File: src/inc/valve_io_pkg.sv
package valve_io_pkg;

	// ----------------------------------------
	// clock and timing
	// ----------------------------------------
	localparam int unsigned CLK_HZ = 50_000_000;
	localparam int unsigned CLK_PER_MS = CLK_HZ / 1000;
	localparam int unsigned STABLE_MS = 30;
	localparam int unsigned STABLE_CYCLES = STABLE_MS * CLK_PER_MS;
	localparam int unsigned MS_TICK_CYCLES = CLK_PER_MS;
	localparam int unsigned OFF_STEP_MS = 5;
	localparam int unsigned OFF_ROUND_MS = 3;
	localparam logic [15:0] OFF_DELAY_MAX_MS = 16'h7530;

	// ----------------------------------------
	// reset values and mode codes
	// ----------------------------------------
	localparam logic [2:0] MODE_RST = 3'h1;
	localparam logic [2:0] MODE_MIN = 3'h1;
	localparam logic [2:0] MODE_MAX = 3'h4;
	localparam logic [2:0] MODE_DUAL = 3'h1;
	localparam logic [2:0] MODE_TOGGLE = 3'h2;
	localparam logic [2:0] MODE_STATE_LO_EN = 3'h3;
	localparam logic [15:0] RET_DELAY_RST = 16'h0064;
	localparam logic [15:0] OFF_DELAY_RST = 16'h0000;

	// ----------------------------------------
	// register offsets and status fields
	// ----------------------------------------
	localparam logic [11:0] MODE_OFF = 12'h000;
	localparam logic [11:0] RET_DELAY_OFF = 12'h004;
	localparam logic [11:0] OFF_DELAY_OFF = 12'h008;
	localparam logic [11:0] STATUS_OFF = 12'h00C;
	localparam int unsigned ST_POS_B_BIT = 0;
	localparam int unsigned ST_VALID_BIT = 1;
	localparam int unsigned ST_ERR_BIT = 2;
	localparam int unsigned ST_BUSY_BIT = 3;
	localparam int unsigned ST_IN1_BIT = 4;
	localparam int unsigned ST_IN2_BIT = 5;
	localparam int unsigned ST_SHOW_BIT = 6;

	// ----------------------------------------
	// types
	// ----------------------------------------
	typedef enum logic [1:0] {
		ST_IDLE,
		ST_MOVE,
		ST_HOLD
	} move_st_t;

	typedef struct packed {
		logic psel;
		logic penable;
		logic pwrite;
		logic [11:0] paddr;
		logic [31:0] pwdata;
	} apb_req_t;

	typedef struct packed {
		logic pready;
		logic pslverr;
		logic [31:0] prdata;
	} apb_rsp_t;

endpackage

File: src/core/input_filter.sv
module input_filter
	import valve_io_pkg::*;
#(
	parameter int unsigned STABLE_CYC = STABLE_CYCLES,
	parameter int unsigned CNT_W = 21
) (
	// clock and reset
	input wire logic pclk,
	input wire logic presetn,
	// raw pin and filtered level
	input wire logic raw_n,
	output logic stable_n
);

	logic sync1_ff;
	logic sync2_ff;
	logic stable_ff;
	logic [CNT_W-1:0] cnt_ff;

	// ----------------------------------------
	// synchroniser
	// ----------------------------------------
	always_ff @(posedge pclk or negedge presetn) begin
		if (!presetn) begin
			sync1_ff <= 1'b1;
			sync2_ff <= 1'b1;
		end else begin
			sync1_ff <= raw_n;
			sync2_ff <= sync1_ff;
		end
	end

	// ----------------------------------------
	// stability filter
	// ----------------------------------------
	// any glitch back to the old level restarts the count
	always_ff @(posedge pclk or negedge presetn) begin
		if (!presetn) begin
			cnt_ff <= '0;
			stable_ff <= 1'b1;
		end else if (sync2_ff == stable_ff) begin
			cnt_ff <= '0;
		end else if (cnt_ff == CNT_W'(STABLE_CYC - 1)) begin
			cnt_ff <= '0;
			stable_ff <= sync2_ff;
		end else begin
			cnt_ff <= cnt_ff + CNT_W'(1);
		end
	end

	assign stable_n = stable_ff;

endmodule

File: src/core/valve_position_discrete_io.sv
// Operation
// all pins are active low: low asserted, high deasserted.
// at position A: A output low, A relay closed, B high and open.
// at position B: B output low, B relay closed, A high and open.
// A and B indication sets are never asserted together.
// positioning error: both outputs high and both relays open.
// input change accepted only after 30 ms stable; driver holds that long.
// held or reasserted input without recognised release gives no new move.
// input mode 1 to 4 set by software, mode 1 after reset.
// mode change does not alter indication output behaviour.
// mode 1: first input moves to A, second input moves to B.
// mode 1: both inputs asserted together are ignored.
// mode 2: first input toggles to the opposite position.
// mode 2: second input toggles, waits return delay, then returns.
// modes 3 and 4: first input low commands A, high commands B.
// mode 3: moves allowed only while second input held low.
// mode 4: moves allowed while second input high, blocked while low.
// return delay programmable 0 to 65535 ms.
// indication off after 0 to 30000 ms in 5 ms steps; zero keeps on.
// inputs pass two synchroniser flops before filtering.
// error indication holds until next successful move restores position.
//
// The APB slave port and the register offsets are this design's own decisions.
module valve_position_discrete_io
	import valve_io_pkg::*;
#(
	parameter int unsigned STABLE_CYC = STABLE_CYCLES,
	parameter int unsigned MS_CYC = MS_TICK_CYCLES,
	parameter int unsigned FILT_W = 21,
	parameter int unsigned TICK_W = 16
) (
	// clock and reset
	input wire logic pclk,
	input wire logic presetn,
	// register bus
	input wire apb_req_t apb_req,
	output apb_rsp_t apb_rsp,
	// discrete command inputs, active low
	input wire logic cmd_in1_n,
	input wire logic cmd_in2_n,
	// motor sequencer handshake
	output logic move_req,
	output logic move_to_b,
	input wire logic move_done,
	input wire logic move_fault,
	// position indication, active low
	output logic pos_a_out_n,
	output logic pos_b_out_n,
	output logic relay_a_close_n,
	output logic relay_b_close_n
);

	// ----------------------------------------
	// declarations
	// ----------------------------------------
	logic [1:0] raw_n, filt_n, asrt, asrt_prev_ff, ev;
	logic [2:0] mode_ff, step_cnt_ff;
	logic [15:0] ret_delay_ff, off_delay_ff, hold_ms_ff, elapsed_ff;
	logic [TICK_W-1:0] tick_cnt_ff;
	logic [31:0] status;
	apb_rsp_t rsp_ff;
	move_st_t st_ff;
	logic ms_tick, move_req_ff, target_b_ff, origin_b_ff, ret_pend_ff;
	logic pos_b_ff, valid_ff, err_ff, show_ff, last_lvl_b_ff, en_prev_ff;
	logic lvl_en, lvl_b, go, go_b, go_ret, indicate, wr_acc, rd_setup;
	logic pos_a_n_ff, pos_b_n_ff, rel_a_n_ff, rel_b_n_ff;

	// ----------------------------------------
	// input filtering
	// ----------------------------------------
	assign raw_n = {cmd_in2_n, cmd_in1_n};
	for (genvar i = 0; i < 2; i++) begin : g_in
		input_filter #(.STABLE_CYC(STABLE_CYC), .CNT_W(FILT_W)) input_filter_inst (
			.pclk(pclk), .presetn(presetn), .raw_n(raw_n[i]), .stable_n(filt_n[i]));
	end
	assign asrt = ~filt_n;
	always_ff @(posedge pclk or negedge presetn) begin
		if (!presetn) begin
			asrt_prev_ff <= 2'h0;
		end else begin
			asrt_prev_ff <= asrt;
		end
	end
	// edge only after a recognised release, so a held input is inert
	assign ev = asrt & ~asrt_prev_ff;

	// ----------------------------------------
	// millisecond tick
	// ----------------------------------------
	always_ff @(posedge pclk or negedge presetn) begin
		if (!presetn) begin
			tick_cnt_ff <= '0;
		end else if (tick_cnt_ff == TICK_W'(MS_CYC - 1)) begin
			tick_cnt_ff <= '0;
		end else begin
			tick_cnt_ff <= tick_cnt_ff + TICK_W'(1);
		end
	end
	assign ms_tick = (tick_cnt_ff == TICK_W'(MS_CYC - 1));

	// ----------------------------------------
	// move request decode
	// ----------------------------------------
	assign lvl_b = ~asrt[0];
	assign lvl_en = (mode_ff == MODE_STATE_LO_EN) ? asrt[1] : ~asrt[1];
	always_comb begin
		go = 1'b0;
		go_b = pos_b_ff;
		go_ret = 1'b0;
		if (mode_ff == MODE_DUAL) begin
			if (ev[0] && !asrt[1]) begin
				go = 1'b1;
				go_b = 1'b0;
			end else if (ev[1] && !asrt[0]) begin
				go = 1'b1;
				go_b = 1'b1;
			end
		end else if (mode_ff == MODE_TOGGLE) begin
			if (ev[0]) begin
				go = 1'b1;
				go_b = ~pos_b_ff;
			end else if (ev[1]) begin
				go = 1'b1;
				go_b = ~pos_b_ff;
				go_ret = 1'b1;
			end
		end else begin
			// a new level or a fresh enable starts a move; no retry loop on faults
			if (lvl_en && (lvl_b != last_lvl_b_ff || !en_prev_ff)) begin
				go = 1'b1;
				go_b = lvl_b;
			end
		end
	end
	always_ff @(posedge pclk or negedge presetn) begin
		if (!presetn) begin
			last_lvl_b_ff <= 1'b0;
			en_prev_ff <= 1'b0;
		end else if (st_ff == ST_IDLE) begin
			en_prev_ff <= lvl_en;
			if (go) begin
				last_lvl_b_ff <= go_b;
			end
		end
	end

	// ----------------------------------------
	// move sequencer
	// ----------------------------------------
	// edge requests that arrive while busy are dropped; a level changed meanwhile in modes 3 and 4 moves once idle
	always_ff @(posedge pclk or negedge presetn) begin
		if (!presetn) begin
			st_ff <= ST_IDLE;
			move_req_ff <= 1'b0;
			target_b_ff <= 1'b0;
			origin_b_ff <= 1'b0;
			ret_pend_ff <= 1'b0;
			hold_ms_ff <= 16'h0000;
		end else begin
			move_req_ff <= 1'b0;
			case (st_ff)
				ST_IDLE: begin
					if (go) begin
						move_req_ff <= 1'b1;
						target_b_ff <= go_b;
						origin_b_ff <= pos_b_ff;
						ret_pend_ff <= go_ret;
						st_ff <= ST_MOVE;
					end
				end
				ST_MOVE: begin
					if (move_fault) begin
						ret_pend_ff <= 1'b0;
						st_ff <= ST_IDLE;
					end else if (move_done) begin
						hold_ms_ff <= 16'h0000;
						st_ff <= ret_pend_ff ? ST_HOLD : ST_IDLE;
					end
				end
				ST_HOLD: begin
					if (hold_ms_ff == ret_delay_ff) begin
						move_req_ff <= 1'b1;
						target_b_ff <= origin_b_ff;
						ret_pend_ff <= 1'b0;
						st_ff <= ST_MOVE;
					end else if (ms_tick) begin
						hold_ms_ff <= hold_ms_ff + 16'h0001;
					end
				end
				default: begin
					st_ff <= ST_IDLE;
				end
			endcase
		end
	end

	// ----------------------------------------
	// position and error state
	// ----------------------------------------
	always_ff @(posedge pclk or negedge presetn) begin
		if (!presetn) begin
			pos_b_ff <= 1'b0;
			valid_ff <= 1'b0;
			err_ff <= 1'b0;
		end else if (st_ff == ST_MOVE && move_fault) begin
			valid_ff <= 1'b0;
			err_ff <= 1'b1;
		end else if (st_ff == ST_MOVE && move_done) begin
			pos_b_ff <= target_b_ff;
			valid_ff <= 1'b1;
			err_ff <= 1'b0;
		end
	end

	// ----------------------------------------
	// indication off timer
	// ----------------------------------------
	always_ff @(posedge pclk or negedge presetn) begin
		if (!presetn) begin
			show_ff <= 1'b0;
			step_cnt_ff <= 3'h0;
			elapsed_ff <= 16'h0000;
		end else if (st_ff == ST_MOVE && move_done) begin
			show_ff <= 1'b1;
			step_cnt_ff <= 3'h0;
			elapsed_ff <= 16'h0000;
		end else if (show_ff && ms_tick) begin
			if (step_cnt_ff == 3'(OFF_STEP_MS - 1)) begin
				step_cnt_ff <= 3'h0;
				elapsed_ff <= elapsed_ff + 16'(OFF_STEP_MS);
				// nearest 5 ms step; settings below 3 ms round to zero and mean always on
				if (off_delay_ff >= 16'(OFF_ROUND_MS) &&
				    ({1'b0, elapsed_ff} + 17'(OFF_STEP_MS + OFF_ROUND_MS)) >
				    {1'b0, off_delay_ff}) begin
					show_ff <= 1'b0;
				end
			end else begin
				step_cnt_ff <= step_cnt_ff + 3'h1;
			end
		end
	end

	// ----------------------------------------
	// output drivers
	// ----------------------------------------
	// blank while moving: only an arrived position is reported
	assign indicate = valid_ff && !err_ff && show_ff && (st_ff != ST_MOVE);
	// mode never enters here, so outputs behave alike in every mode
	always_ff @(posedge pclk or negedge presetn) begin
		if (!presetn) begin
			pos_a_n_ff <= 1'b1;
			pos_b_n_ff <= 1'b1;
			rel_a_n_ff <= 1'b1;
			rel_b_n_ff <= 1'b1;
		end else begin
			pos_a_n_ff <= ~(indicate && !pos_b_ff);
			rel_a_n_ff <= ~(indicate && !pos_b_ff);
			pos_b_n_ff <= ~(indicate && pos_b_ff);
			rel_b_n_ff <= ~(indicate && pos_b_ff);
		end
	end

	// ----------------------------------------
	// register bus
	// ----------------------------------------
	assign wr_acc = apb_req.psel && apb_req.penable && apb_req.pwrite && rsp_ff.pready;
	assign rd_setup = apb_req.psel && !apb_req.penable;
	always_comb begin
		status = 32'h0000_0000;
		status[ST_POS_B_BIT] = pos_b_ff;
		status[ST_VALID_BIT] = valid_ff;
		status[ST_ERR_BIT] = err_ff;
		status[ST_BUSY_BIT] = (st_ff != ST_IDLE);
		status[ST_IN1_BIT] = asrt[0];
		status[ST_IN2_BIT] = asrt[1];
		status[ST_SHOW_BIT] = indicate;
	end
	// answer in the first cycle of the access phase, registered from setup; no wait states
	always_ff @(posedge pclk or negedge presetn) begin
		if (!presetn) begin
			rsp_ff <= '0;
		end else begin
			rsp_ff.pready <= rd_setup;
			if (rd_setup) begin
				rsp_ff.pslverr <= 1'b0;
				rsp_ff.prdata <= 32'h0000_0000;
				if (apb_req.paddr == MODE_OFF) begin
					rsp_ff.prdata <= {29'h0, mode_ff};
				end else if (apb_req.paddr == RET_DELAY_OFF) begin
					rsp_ff.prdata <= {16'h0000, ret_delay_ff};
				end else if (apb_req.paddr == OFF_DELAY_OFF) begin
					rsp_ff.prdata <= {16'h0000, off_delay_ff};
				end else if (apb_req.paddr == STATUS_OFF) begin
					rsp_ff.prdata <= apb_req.pwrite ? 32'h0000_0000 : status;
				end else begin
					rsp_ff.pslverr <= 1'b1;
				end
			end
		end
	end
	always_ff @(posedge pclk or negedge presetn) begin
		if (!presetn) begin
			mode_ff <= MODE_RST;
			ret_delay_ff <= RET_DELAY_RST;
			off_delay_ff <= OFF_DELAY_RST;
		end else if (wr_acc) begin
			if (apb_req.paddr == MODE_OFF) begin
				// out-of-range modes are dropped, old mode stays
				if (apb_req.pwdata[2:0] >= MODE_MIN && apb_req.pwdata[2:0] <= MODE_MAX &&
				    apb_req.pwdata[31:3] == 29'h0) begin
					mode_ff <= apb_req.pwdata[2:0];
				end
			end else if (apb_req.paddr == RET_DELAY_OFF) begin
				ret_delay_ff <= apb_req.pwdata[15:0];
			end else if (apb_req.paddr == OFF_DELAY_OFF) begin
				if (apb_req.pwdata[15:0] > OFF_DELAY_MAX_MS || apb_req.pwdata[31:16] != 16'h0) begin
					off_delay_ff <= OFF_DELAY_MAX_MS;
				end else begin
					off_delay_ff <= apb_req.pwdata[15:0];
				end
			end
		end
	end
	assign apb_rsp = rsp_ff;
	assign move_req = move_req_ff;
	assign move_to_b = target_b_ff;
	assign pos_a_out_n = pos_a_n_ff;
	assign pos_b_out_n = pos_b_n_ff;
	assign relay_a_close_n = rel_a_n_ff;
	assign relay_b_close_n = rel_b_n_ff;
endmodule

File: config.mk
export PLATFORM = sky130hd
export DESIGN_NAME = valve_position_discrete_io
export DESIGN_NICKNAME = d
export VERILOG_FILES = /design/src/inc/valve_io_pkg.sv /design/src/core/input_filter.sv /design/src/core/valve_position_discrete_io.sv
export SDC_FILE = /design/constraint.sdc
export NUM_CORES = 1
export LEC_CHECK = 0
export BUFFER_PORTS_ARGS = -buffer_cell sky130_fd_sc_hd__buf_4
export CAP_MARGIN = 20
export CORE_MARGIN = 2
export CORE_UTILIZATION = 64
export CTS_BUF_LIST = sky130_fd_sc_hd__clkbuf_8 sky130_fd_sc_hd__clkbuf_16
export CTS_CLUSTER_DIAMETER = 200
export CTS_CLUSTER_SIZE = 12
export DETAILED_ROUTE_END_ITERATION = 8
export PLACE_DENSITY = 0.86
export SLEW_MARGIN = 30
export SYNTH_ARGS = -nofsm -noshare
export SYNTH_HDL_FRONTEND = slang
export SYNTH_SLANG_ARGS = --single-unit
File: constraint.sdc
create_clock -name pclk -period 7.2 [get_ports pclk]
set_clock_uncertainty 0.2 [all_clocks]
set_input_delay 0.72 -clock pclk [delete_from_list [all_inputs] [get_ports pclk]]
set_output_delay 0.72 -clock pclk [all_outputs]
set_load 0.005 [all_outputs]
======== Word-level counts from Yosys, hierarchy flattened ========
Index checks and enable logic that the tools add are counted.
operators by class
  add/sub/neg operators ................... 7
  multiply operators ...................... 0
  divide/modulo/power cells ............... 0
  $lt $le $gt $ge ......................... 5
  eq/ne operators ......................... 25
  shift operators ......................... 0
  muxes and demuxes ....................... 68
  bitwise logic cells ..................... 13
  reductions and logical operators ........ 51
operator list
  kind                   count
  $mux 16                12
  $mux 21                4
  $add 21x1->21 const B  2
  $eq 21x21->1 const B   2
  $mux 1                 37
  $add 16x1->16 const B  2
  $pmux 16 s2            1
  $logic_not 29->1       1
  $eq 12x4->1 const B    2
  $logic_and 1x1->1      18
  $add 16x4->17 const B  1
  $gt 17x16->1           1
  $add 16x3->16 const B  1
  $eq 16x16->1           1
  $eq 16x16->1 const B   1
  $ge 16x2->1 const B    1
  $gt 16x15->1 const B   1
  $reduce_bool 16->1     1
  $reduce_and 3->1       5
  $mux 7                 2
  $ne 2x2->1 const B     7
  $reduce_bool 2->1      7
  $eq 12x3->1 const B    1
  $logic_not 12->1       1
  27 further kinds       57
storage, ports and cells
  bits in registers ....................... 184
  latch bits .............................. 0
  bits in writable memories ............... 0
  bits in read-only memories .............. 0
  bits of input ports ..................... 53
  output and inout bits ................... 40
  logic and storage cells ................. 201
  memories ................................ 0

======== Logic depth before layout (Yosys ltp) ========
Gate-level depths: netlist of run 1.
  word-level depth ........................ 10
  depth in mapped cells ................... 10
  depth with buffers taken out ............ 10

======== Cells and area by module ========
A second synthesis of run 1 with hierarchy kept.
second synthesis, totals
  cells, all modules ...................... 927
  area, all modules ....................... 9083.7 µm²
modules (own cells, without submodules)
  module                      times used  cells each  area each (µm²)  seq. area each (µm²)
  valve_position_discrete_io  1           689         6713.9           3010.4
  input_filter                2           119         1184.9           604.3

======== Worst setup path after synthesis of run 1 ========
OpenSTA, ideal clock, no wires.
  path type ............................... reg-to-reg
  start point ............................. register elapsed_ff[3]
  end point ............................... register show_ff
  setup time .............................. 83 ps
  arrival ................................. 2388 ps
  data required time ...................... 6917 ps
  setup slack ............................. 4529 ps
  cell stages (with the launch flop) ...... 11
  path buffers ............................ 0
  period minus slack after synthesis ...... 2671 ps
  path through ............................ dfrtp_1 ha_1 nand3_2 nor3_1 xor2_1 ha_1 nand4_1 or4_1 o22ai_1 nand3_1 o21ai_0
on the way
  longest elaborated chain between the ends .. 5
RTL lines
  what                                RTL line                           source
  from (decl)                         valve_position_discrete_io.sv:58   logic [15:0] ret_delay_ff, off_delay_ff, hold_ms_ff, elapsed_ff;
  from (signal assigned)              valve_position_discrete_io.sv:230  elapsed_ff <= elapsed_ff + 16'(OFF_STEP_MS);
  $add 16x4->17                       valve_position_discrete_io.sv:233  ({1'b0, elapsed_ff} + 17'(OFF_STEP_MS + OFF_ROUND_MS)) >
  $gt 17x16->1                        valve_position_discrete_io.sv:233
  $logic_and 1x1->1                   valve_position_discrete_io.sv:232  if (off_delay_ff >= 16'(OFF_ROUND_MS) &&
  $reduce_bool 2->1 (no source line)  n/a
  $reduce_and 3->1 (no source line)   n/a
  to (signal assigned)                valve_position_discrete_io.sv:220  show_ff <= 1'b0;
  to (signal assigned)                valve_position_discrete_io.sv:224  show_ff <= 1'b1;
  to (signal assigned)                valve_position_discrete_io.sv:235  show_ff <= 1'b0;
  to (decl)                           valve_position_discrete_io.sv:64   logic pos_b_ff, valid_ff, err_ff, show_ff, last_lvl_b_ff, en_prev_ff;
No other way between the ends.
A chain may end at the register's enable or synchronous reset.

======== Final worst setup path of run 1 ========
  start point ............................. register elapsed_ff[5]
  end point ............................... register show_ff
The elaborated chain is that of the path after synthesis.

==> impl.org, run 1 <==
** STA
- The total count of max-transition violations in the final report is 0.
- Final Critical Period :: 3.01 ns
- The final critical path takes up 41.8% of the cycle.
- Timing would allow up to 0.332 GHz.
- Setup violations remaining at the end of the flow were counted as 0.
- Setup repair after global routing left no endpoint under its margin.
- Slew at the pin closest to its max-slew limit :: 0.821 ns
- In this run the tightest slew margin relative to its limit is 44.9%.
- Final Hold Vio Count :: 0
- Post-route setup TNS :: 0 ns

** Drt
- After detailed routing, the number of remaining DRC violations is 0.
- Via density per instance :: 6.20
- Total via count in the routed design :: 7,443
- The detail route stage leaves a number of antenna-violating nets equal to 0.
- After detailed routing, the average wire length per cell comes to 17.5 µm.
- Initial detailed-routing violation count :: 599
- Drt pass-1 iters :: 5
- For this block, the routed nets add up to 21.0 mm of wire.

** Synthesis
- After synthesis the cells add up to 0.00918 mm².
- The cell count after synthesis came out at 944.
- In this run, synthesis produced a sequential element count of 168.
- Yosys mapped a number of flops with a built-in enable equal to 0.
- Number of distinct standard cells referenced by the synthesized netlist :: 74
- Post-synthesis async set-or-reset flop share :: 100%
- For this run, the number of Yosys warnings is 0.
- Most instantiated flip-flop cell in the synthesis netlist :: dfrtp_1
- Average cell area after synthesis :: 9.72 µm²
- Sequential elements use 46.0% of the synthesized area.

** Clock network
- Post_cts resized :: 0
- Clock transition at the register clock pins on the worst setup and hold paths after CTS :: 0.06 ns
- At the later pin of the worst-skew pair, clock insertion delay measures 0.43 ns.
- Buffers inserted during clock tree synthesis total 17.
- Maximum clock path buffer count :: 2
- Library cell used as clock root buffer :: clkbuf_16
- The clock net in this run drives a total of 168 sinks.
- The H-tree was split into 4 levels.
- TritonCTS built the clock tree.
- CTS Hold Buffers Added :: 0
- Postcts setup bufs :: 0

** Worst setup path
- Critical Path Max Stage Delay :: 0.57 ns
- Element type at the critical path end :: flip-flop
- Maximum fanout encountered on the critical timing path :: 5
- The critical path is of the flip-flop to flip-flop type.
- Kind of start point of the critical path :: flip-flop
- Required @ worst endpoint :: 7.34 ns
- Critical path's slowest cell :: nor4_1
- The worst register-to-register path ends at show_ff.
- In this design, the critical path's most frequently occurring cell is nand3_1.
- Internal reg-to-reg setup slack :: 4.19 ns
- Measured in cells, the most critical reg-to-reg path has a length of 9.
- The worst register-to-register path begins at elapsed_ff[5].
- Counting both buffers and inverters, the worst setup path holds a total of 0.
- On the critical path the largest part of the delay comes from simple AND/OR/NAND/NOR gates.
- Data on the critical path arrives at its endpoint at 3.15 ns.
- Cell-by-cell listing of the critical path :: nand3_1 > nor4_1 > xor2_1 > ha_1 > nand4_1 > or4_1 > o22ai_1 > nand3_1 > o21ai_0

** Final layout
- Area added between synthesis and finish :: 13.1%
- Fill cells in the final layout number 960.
- After routing the design area is 0.0104 mm².
- In the final layout, the multi-input gates occupy 0.00459 mm².
- The number of antenna diodes in the final layout is 0.
- At the end of the flow, the number of nets in the layout was 1,090.
- Summing all flip-flop and latch instances after layout gives 0.00422 mm².
- Of the cells placed in the final design, the portion with a size suffix greater than 1 is 16.0%.

** Power and ir drop
- Worst vdd rail ir drop :: 0.166 mV
- Cell Pwr Density :: 207 mW/mm²
- Static leakage :: 4.74 nW

** Global routing
- First-pass GRT wire length :: 34.6 mm
- For this run the aggregate overflow at the end of global routing stands at 0.
- For met2 alone, demand over resource in global routing was 47.1%.
- Global routing met3 resource utilization :: 6.09%
- Top Usage Layer GRT :: met2
- Combined global-route utilization of all metal layers :: 29.4%
- Entering global routing, the biggest net connects 90 pins.
- Vias in the first global route :: 7,058
- Met1 Resource Use GR :: 39.6%
- The initial antenna violation count was 0.

** Floorplan
- Initial cell density of the core :: 65.9%
- Core Footprint :: 0.0139 mm²
- The floorplan has 43 rows.
- Boundary pin count :: 93
- Die X-Extent :: 124 µm
- The die covers 0.0153 mm².
- The floorplan step set the die height to 124 µm.

** Placement
- Detail Placement HPWL :: 14.8 mm
- Input/output buffers :: 76
- Area post-placement :: 0.00976 mm²
- GPL Wtd Cong :: 0.955

** Run
- Max-cap violations in this run came to 0.

** Run status
- Status :: complete, no violations

** Hold path
- Worst hold path class :: input port to async pin
worst reg2reg max path, delay by kind of cell, from the launching register on:
family	cells	cell delay [ns]
AOI/OAI and AO/OA	2	0.32
adders and majority gates	1	0.34
and+or+nand+nor	5	1.47
xor gates and xnor gates	1	0.13
DFF	1	0.46
final cells by class:
cell class | count | area share [%]
sequential | 168 | 40.6
timing repair buffer | 77 | 5.64
inverter | 41 | 1.48
clock inverter | 15 | 1.78
multi-input combinational | 703 | 44.2
tap | 180 | 2.17
clock buffer | 17 | 4.10
power by group:
group          internal [mW]  total [mW]  switching, mW  leakage (nW)
combinational         0.0778       0.190          0.112          2.28
sequential             0.974        1.01         0.0344          2.14
clock                  0.576       0.950          0.374         0.311
stage by stage:
step | power, mW | setup WS, ns | utilization [%] | hold WS (ns) | std cells
floorplan | 1.13 | 4.53 | - | 0.145 | 959
global placement | 1.20 | 4.04 | 70.0 | 0.148 | 1169
detailed placement | 1.21 | 3.88 | 70.0 | 0.147 | 1169
CTS | 2.15 | 4.22 | 74.4 | 0.163 | 1201
global route | 2.22 | 3.96 | 74.5 | 0.166 | 1201
finish | 2.15 | 4.19 | 74.5 | 0.137 | 1201
how the worst max path moves through the flow:
stage | from | to | cells past startpoint
finish | elapsed_ff[5] | show_ff | 9
floorplan | elapsed_ff[3] | show_ff | 10
detailed placement | apb_req[34] | ret_delay_ff[4] | 5
global placement | apb_req[34] | ret_delay_ff[15] | 5
global route | elapsed_ff[5] | show_ff | 9
CTS | elapsed_ff[5] | show_ff | 9
cell families after synthesis:
logic type,after synthesis,synth area share (%)
XOR/XNOR,99,9.45
adder cells (fa/ha/maj),29,3.95
AND/OR/NAND/NOR,382,21.8
multiplexers,27,3.35
other,1,0.0409
buffers and inverters,88,4.73
AO/OA/AOI/OAI,150,10.7
flip-flops,168,46.0
registers in the layout (all words and copies together), names as in the netlist, 16 cells and up:
signal and cells:
ret_delay_ff 16, elapsed_ff 16, off_delay_ff 16, tick_cnt_ff 16, apb_rsp 18, g_in.input_filter_inst.cnt_ff 42
hold_ms_ff 16
placed cells by master, fill, tap and decap left out, types with 27 or more instances in the layout:
cell type	Yosys	final
inv_1	39	42
nand4_1	27	27
nor2_1	105	105
ha_1	29	29
nand2_1	82	82
xnor2_1	32	32
nand3_1	38	38
o21ai_0	47	47
xor2_1	67	67
a21oi_1	29	29
dfrtp_1	156	156
buf_4	19	75
Yosys cell counts, types with 3 or more instances:
| master | count | area (µm²) |
|---|---|---|
| buf_4 | 19 | 143 |
| nand3_1 | 38 | 190 |
| a211oi_1 | 4 | 30.0 |
| nor4_2 | 6 | 75.1 |
| nor2_1 | 105 | 394 |
| xor2_1 | 67 | 587 |
| or4_1 | 10 | 75.1 |
| o31ai_1 | 9 | 67.6 |
| nor4b_1 | 3 | 26.3 |
| a22o_1 | 9 | 78.8 |
| a21oi_1 | 29 | 145 |
| a31oi_1 | 6 | 37.5 |
| dfstp_2 | 12 | 315 |
| or2_2 | 3 | 18.8 |
| o311ai_1 | 3 | 26.3 |
| and3_1 | 19 | 119 |
| mux2i_1 | 3 | 30.0 |
| clkbuf_1 | 12 | 45.0 |
| dfrtp_1 | 156 | 3900 |
| nand4_1 | 27 | 169 |
| a22oi_1 | 10 | 75.1 |
| a21o_1 | 3 | 22.5 |
| nand2b_1 | 18 | 113 |
| o22ai_1 | 6 | 37.5 |
| mux2_2 | 17 | 191 |
| nand2_1 | 82 | 308 |
| and4_1 | 3 | 26.3 |
| o41ai_1 | 4 | 35.0 |
| or3_1 | 7 | 43.8 |
| mux2_1 | 5 | 56.3 |
| buf_2 | 14 | 70.1 |
| inv_1 | 39 | 146 |
| nor2b_1 | 6 | 37.5 |
| o21ai_0 | 47 | 235 |
| nor3_1 | 14 | 70.1 |
| nor4_1 | 14 | 87.6 |
| ha_1 | 29 | 363 |
| and2_1 | 6 | 37.5 |
| xnor2_1 | 32 | 280 |
routing by layer:
layer | vias to the layer above | routed length [µm]
met2 | 328 | 10200
met5 | - | 0
met3 | 58 | 1430
met4 | 0 | 584
li1 | 3425 | -
met1 | 3632 | 8830
Note: power is estimated with default switching activity, not from simulation.
==> run 2, diff against run 1 <==
--- a/config.mk
+++ b/config.mk
@@ -5,15 +5,16 @@
 export SDC_FILE = /design/constraint.sdc
 export NUM_CORES = 1
 export LEC_CHECK = 0
+export ABC_AREA = 1
 export BUFFER_PORTS_ARGS = -buffer_cell sky130_fd_sc_hd__buf_4
 export CAP_MARGIN = 20
 export CORE_MARGIN = 2
-export CORE_UTILIZATION = 64
+export CORE_UTILIZATION = 60
 export CTS_BUF_LIST = sky130_fd_sc_hd__clkbuf_8 sky130_fd_sc_hd__clkbuf_16
 export CTS_CLUSTER_DIAMETER = 200
 export CTS_CLUSTER_SIZE = 12
 export DETAILED_ROUTE_END_ITERATION = 8
-export PLACE_DENSITY = 0.86
+export PLACE_DENSITY = 0.81
 export SLEW_MARGIN = 30
 export SYNTH_ARGS = -nofsm -noshare
 export SYNTH_HDL_FRONTEND = slang
==> constraint.sdc (replaced) <==
create_clock -name pclk -period 3 [get_ports pclk]
set_clock_uncertainty 0.2 [all_clocks]
set_input_delay 0.3 -clock pclk [delete_from_list [all_inputs] [get_ports pclk]]
set_output_delay 0.3 -clock pclk [all_outputs]
set_load 0.005 [all_outputs]
==> run 2 against run 1 <==
Net effect: global-route usage fell by 0.95 points; cell count grew 39%; die area increased by 15%; critical path depth increased by 8; non-clock buffer count increased by 29; fmax up 14%; count of clock-buffer cells in the layout increased by 1; wire length is 15% higher; synthesized cell count rose by 41%; sequential cell count is the same; setup slack got worse by 3.8 ns; via count is 22% higher; highest routed layer unchanged.
==> impl.org, run 2 <==
** Clock network
- Later-pin clock latency in the skew report :: 0.43 ns (about the same)
- The number of buffers inserted during clock tree synthesis is 17 (unchanged).
- The clock-pin slew reported for the worst setup and hold paths after clock tree synthesis came to 0.07 ns (about the same).
- Count of H-tree levels built during CTS :: 4 (unchanged)
- The total setup buffers inserted after CTS was 0 (unchanged).
- TritonCTS built the clock tree.
- The maximum clock path buffer count is 2 (unchanged).
- Total number of clock tree sinks :: 168 (unchanged)
- Library cell used as clock root buffer :: clkbuf_16

** Floorplan
- Die footprint :: 0.0176 mm² (+15%)
- Initial cell density of the core :: 60.6% (-5.3 points)
- Floorplan row count :: 47 (+9.3%)
- The total I/O pin count was 93 (unchanged).
- Chip Height :: 133 µm (+7.2%)
- The die outline width came to 133 µm (+7.2%).
- Core Footprint :: 0.0164 mm² (+18%)

** Drt
- The number of vias after detailed routing came to 9,070 (+22%).
- The detail-routed via count per cell came to 5.43 (-12%).
- In this run the top signal layer used is met4.
- Initial detailed-routing violation count :: 650 (+8.5%)
- Routed length on met1 :: 10.6 mm (+20%)
- Routed length on met2 :: 11.3 mm (+12%)
- Number of nets with antenna violations after routing :: 0 (unchanged)
- The post-detailed-route DRC marker count came to 0 (unchanged).
- The count of TritonRoute iterations in the first routing pass came to 6 (+1).
- The detail-routed net length per standard cell was 14.5 µm (-17%).
- The wire length reported by the detailed router is 24.3 mm (+15%).
- Met3 WL :: 1.42 mm (-0.35%)

** Synthesis
- Count of warnings emitted by yosys :: 0 (unchanged)
- Post-Syn Instances :: 1,334 (+41%)
- The unique cell type count in the Yosys netlist was 50 (-32%).
- Post-Syn Area :: 0.00994 mm² (+8.3%)
- Sequential share of the synthesized area :: 42.5% (-3.5 points)
- The most common cell in the synthesized netlist is nand2_1.
- Synth top area share :: 39.3% (-3.3 points)
- Total of flip-flops plus latches after synthesis :: 168 (unchanged)
- The number of enable-type register cells in the synthesized netlist is 0 (unchanged).
- Average cell area after synthesis :: 7.45 µm² (-23%)
- Ranking of synthesized cells by area :: dfrtp_1, nand2_1, inv_1
- The largest total area in the synthesized netlist belongs to dfrtp_1.
- Post-synthesis async set-or-reset flop share :: 100% (unchanged)
- Most instantiated flip-flop cell in the synthesis netlist :: dfrtp_1
- By count the netlist is led by nand2_1, inv_1, dfrtp_1, nor2_1, nand3_1.

** Power and ir drop
- Switch share :: 29.2% (+5.0 points)
- The overall power of the completed layout is 5.88 mW (+170%).
- The total internal power is 4.16 mW (+160%).
- The leakage power came to 5.79 nW (+22%).
- The total power density per cell area is 510 mW/mm² (+150%).
- Power share of the clock group :: 40.3% (-3.9 points)
- The power share of the sequential group was 42.4% (-4.5 points).
- The net switching power is 1.72 mW (+230%).
- Logic gate share of total power :: 17.3% (+8.5 points)
- The worst-case vdd ir drop is 0.438 mV (+160%).

** Final layout
- Register bank with the most flops :: g_in.input_filter_inst.cnt_ff
- In the layout the commonest cells are nand2_1, inv_1, dfrtp_1.
- Final non-filler cell total :: 1,670 (+39%)
- The number of flip-flops in the largest register is 42 (unchanged).
- Most common cell after layout, fill and taps aside :: nand2_1
- The number of nets in the final layout is 1,519 (+39%).
- The filler cell count in the final layout is 1,339 (+39%).
- The number of inserted diodes came to 0 (unchanged).
- Area added between synthesis and finish :: 15.9%
- The proportion of layout cells with a drive suffix above 1 was 12.9% (-3.1 points).

** Worst setup path
- Worst Path Arrival :: 2.77 ns (-0.38 ns)
- The critical path starts at elapsed_ff[4].
- The worst setup path is captured at a flip-flop.
- The maximum fanout count along the critical path was 5 (unchanged).
- Reg-to-reg critical path endpoint :: show_ff
- End of the critical path :: show_ff
- The endpoint required time on the critical path came to 3.12 ns (-4.22 ns).
- Reg-to-Reg Start :: elapsed_ff[4]
- Worst reg-to-reg path cell count :: 17 (+8)
- The setup slack on the worst flop-to-flop path is 0.35 ns (-3.83 ns).
- STA classifies the critical path startpoint as a flip-flop.
- Kind of critical path :: flip-flop to flip-flop

** Run status
- Status :: complete, no violations

** STA
- The worst slew slack as a fraction of its limit was 55.2% (+10 points).
- The number of endpoints with negative hold slack in the final report is 0 (unchanged).
- The final setup violation count came to 0 (unchanged).
- Number of max-slew violations in the final report :: 0 (unchanged)
- RSZ-0062 raised after global routing :: false
- Post-route setup TNS :: 0 ns (unchanged)
- The final hold slack is 0.0126 ns (-0.125 ns).
- Achievable frequency :: 0.378 GHz (+14%)
- Slew at the pin closest to its max-slew limit :: 0.672 ns (-0.150 ns)
- The clock period minus final worst setup slack was 2.65 ns (-0.365 ns).
- The ratio of final minimum period to clock period is 88.2% (+46 points).

** Global routing
- Combined global-route utilization of all metal layers :: 28.4% (-0.95 points)
- Vias in the first global route :: 8,392 (+19%)
- The overflow left after global routing came to 0 (unchanged).
- Maximum number of pins on one net before global-route repair :: 67 (-26%)
- The first-pass GRT wire length is 40.0 mm (+16%).
- The initial antenna violation count was 0 (unchanged).

** Placement
- The weighted congestion reported at the end of routability-driven placement came to 0.948 (-0.81%).
- Input/output buffers :: 76 (unchanged)
- Number of placed instances, taps included :: 1,620 (+39%)
- Detail Placement HPWL :: 18.2 mm (+22%)

** Hold path
- The path class of the tightest hold or removal check is input port to flip-flop.

** Run
- The total of max-cap violations is 0 (unchanged).
run 2: changes by cell type in the layout (fill, tap and decap cells not counted), moves of 25 or more:
| cell | change |
|---|---|
| nor2_1 | +44 |
| xnor2_1 | -25 |
| xor2_1 | -33 |
| nand3_1 | +64 |
| nor3_1 | +25 |
| inv_1 | +147 |
| nand2_1 | +269 |
run 2: through the flow:
stage	cell area, µm²	setup WS [ns]	util, %
2_1_floorplan	9990	0.635	-
5_1_grt	11500	0.0580	70.2
6_report	11500	0.354	70.2
3_3_place_gp	10700	0.477	65.2
4_1_cts	11500	0.368	70.2
3_5_place_dp	10700	0.382	65.2
run 2: layout make-up:
class                           instances  area [µm²]  area share, %
Multi-Input combinational cell        951        4800           41.7
Sequential cell                       168        4220           36.6
Timing Repair Buffer                  106         857           7.44
Inverter                              193         727           6.31
Clock buffer                           18         439           3.81
Tap cell                              220         275           2.39
Clock inverter                         14         196           1.71
run 2: kinds of logic (layout without fill, tap and decap cells):
logic type	Yosys count	in the layout	share of synthesized area, %
other cells	1	16	0.0377
xor+xnor	41	41	3.61
fa+ha+maj	29	29	3.65
buf+inv	230	331	9.76
simple gates	729	729	32.4
flops	168	168	42.5
compound gates	136	136	8.08
run 2: power by group through the flow:
stage	clock (mW)	combinational, mW	sequential [mW]
CTS	2.40	1.01	2.49
finish	2.37	1.02	2.49
global placement	0	0.954	2.52
floorplan	0	0.675	2.49
global route	2.50	1.15	2.50
detailed placement	0	0.973	2.53
run 2: critical path: stages (launching register included):
cell and delay (ns):
dfrtp_1 0.41, ha_1 0.20, nand2_1 0.07, nor2_1 0.24, and2_1 0.23, nand3_1 0.11
nor2_1 0.13, nor2_1 0.07, ha_1 0.27, nand2_1 0.06, inv_1 0.09, nand3_1 0.08
nor2_1 0.09, nand3b_1 0.08, nand2_1 0.07, nand2_1 0.04, nand2_1 0.05, nand2_1 0.04
run 2: timing repair:
action                                  4_1_cts  5_1_grt
hold endpoints to repair                     82        0
gates resized for setup                       0        0
endpoints found under the setup margin        0        0
hold buffers                                 18        0
run 2: routing by layer:
layer  global-route usage (%)  up-vias
met1                     38.2     4200
met4                     12.5        0
li1                         -     4455
met5                        0        -
met2                     45.9      348
met3                     4.41       67
run 2: how the worst min path moves through the flow:
stage | start | end | slack, ns | depth (start not counted)
final | apb_req[10] | ret_delay_ff[10] | 0.01 | 3
after global routing | apb_req[10] | ret_delay_ff[10] | 0.02 | 3
after CTS | apb_req[10] | ret_delay_ff[10] | 0.002 | 3
after detailed placement | presetn | tick_cnt_ff[2] | 0.12 | 1
after global placement | presetn | tick_cnt_ff[2] | 0.12 | 1
after floorplan | presetn | apb_rsp[0] | -0.20 | 0
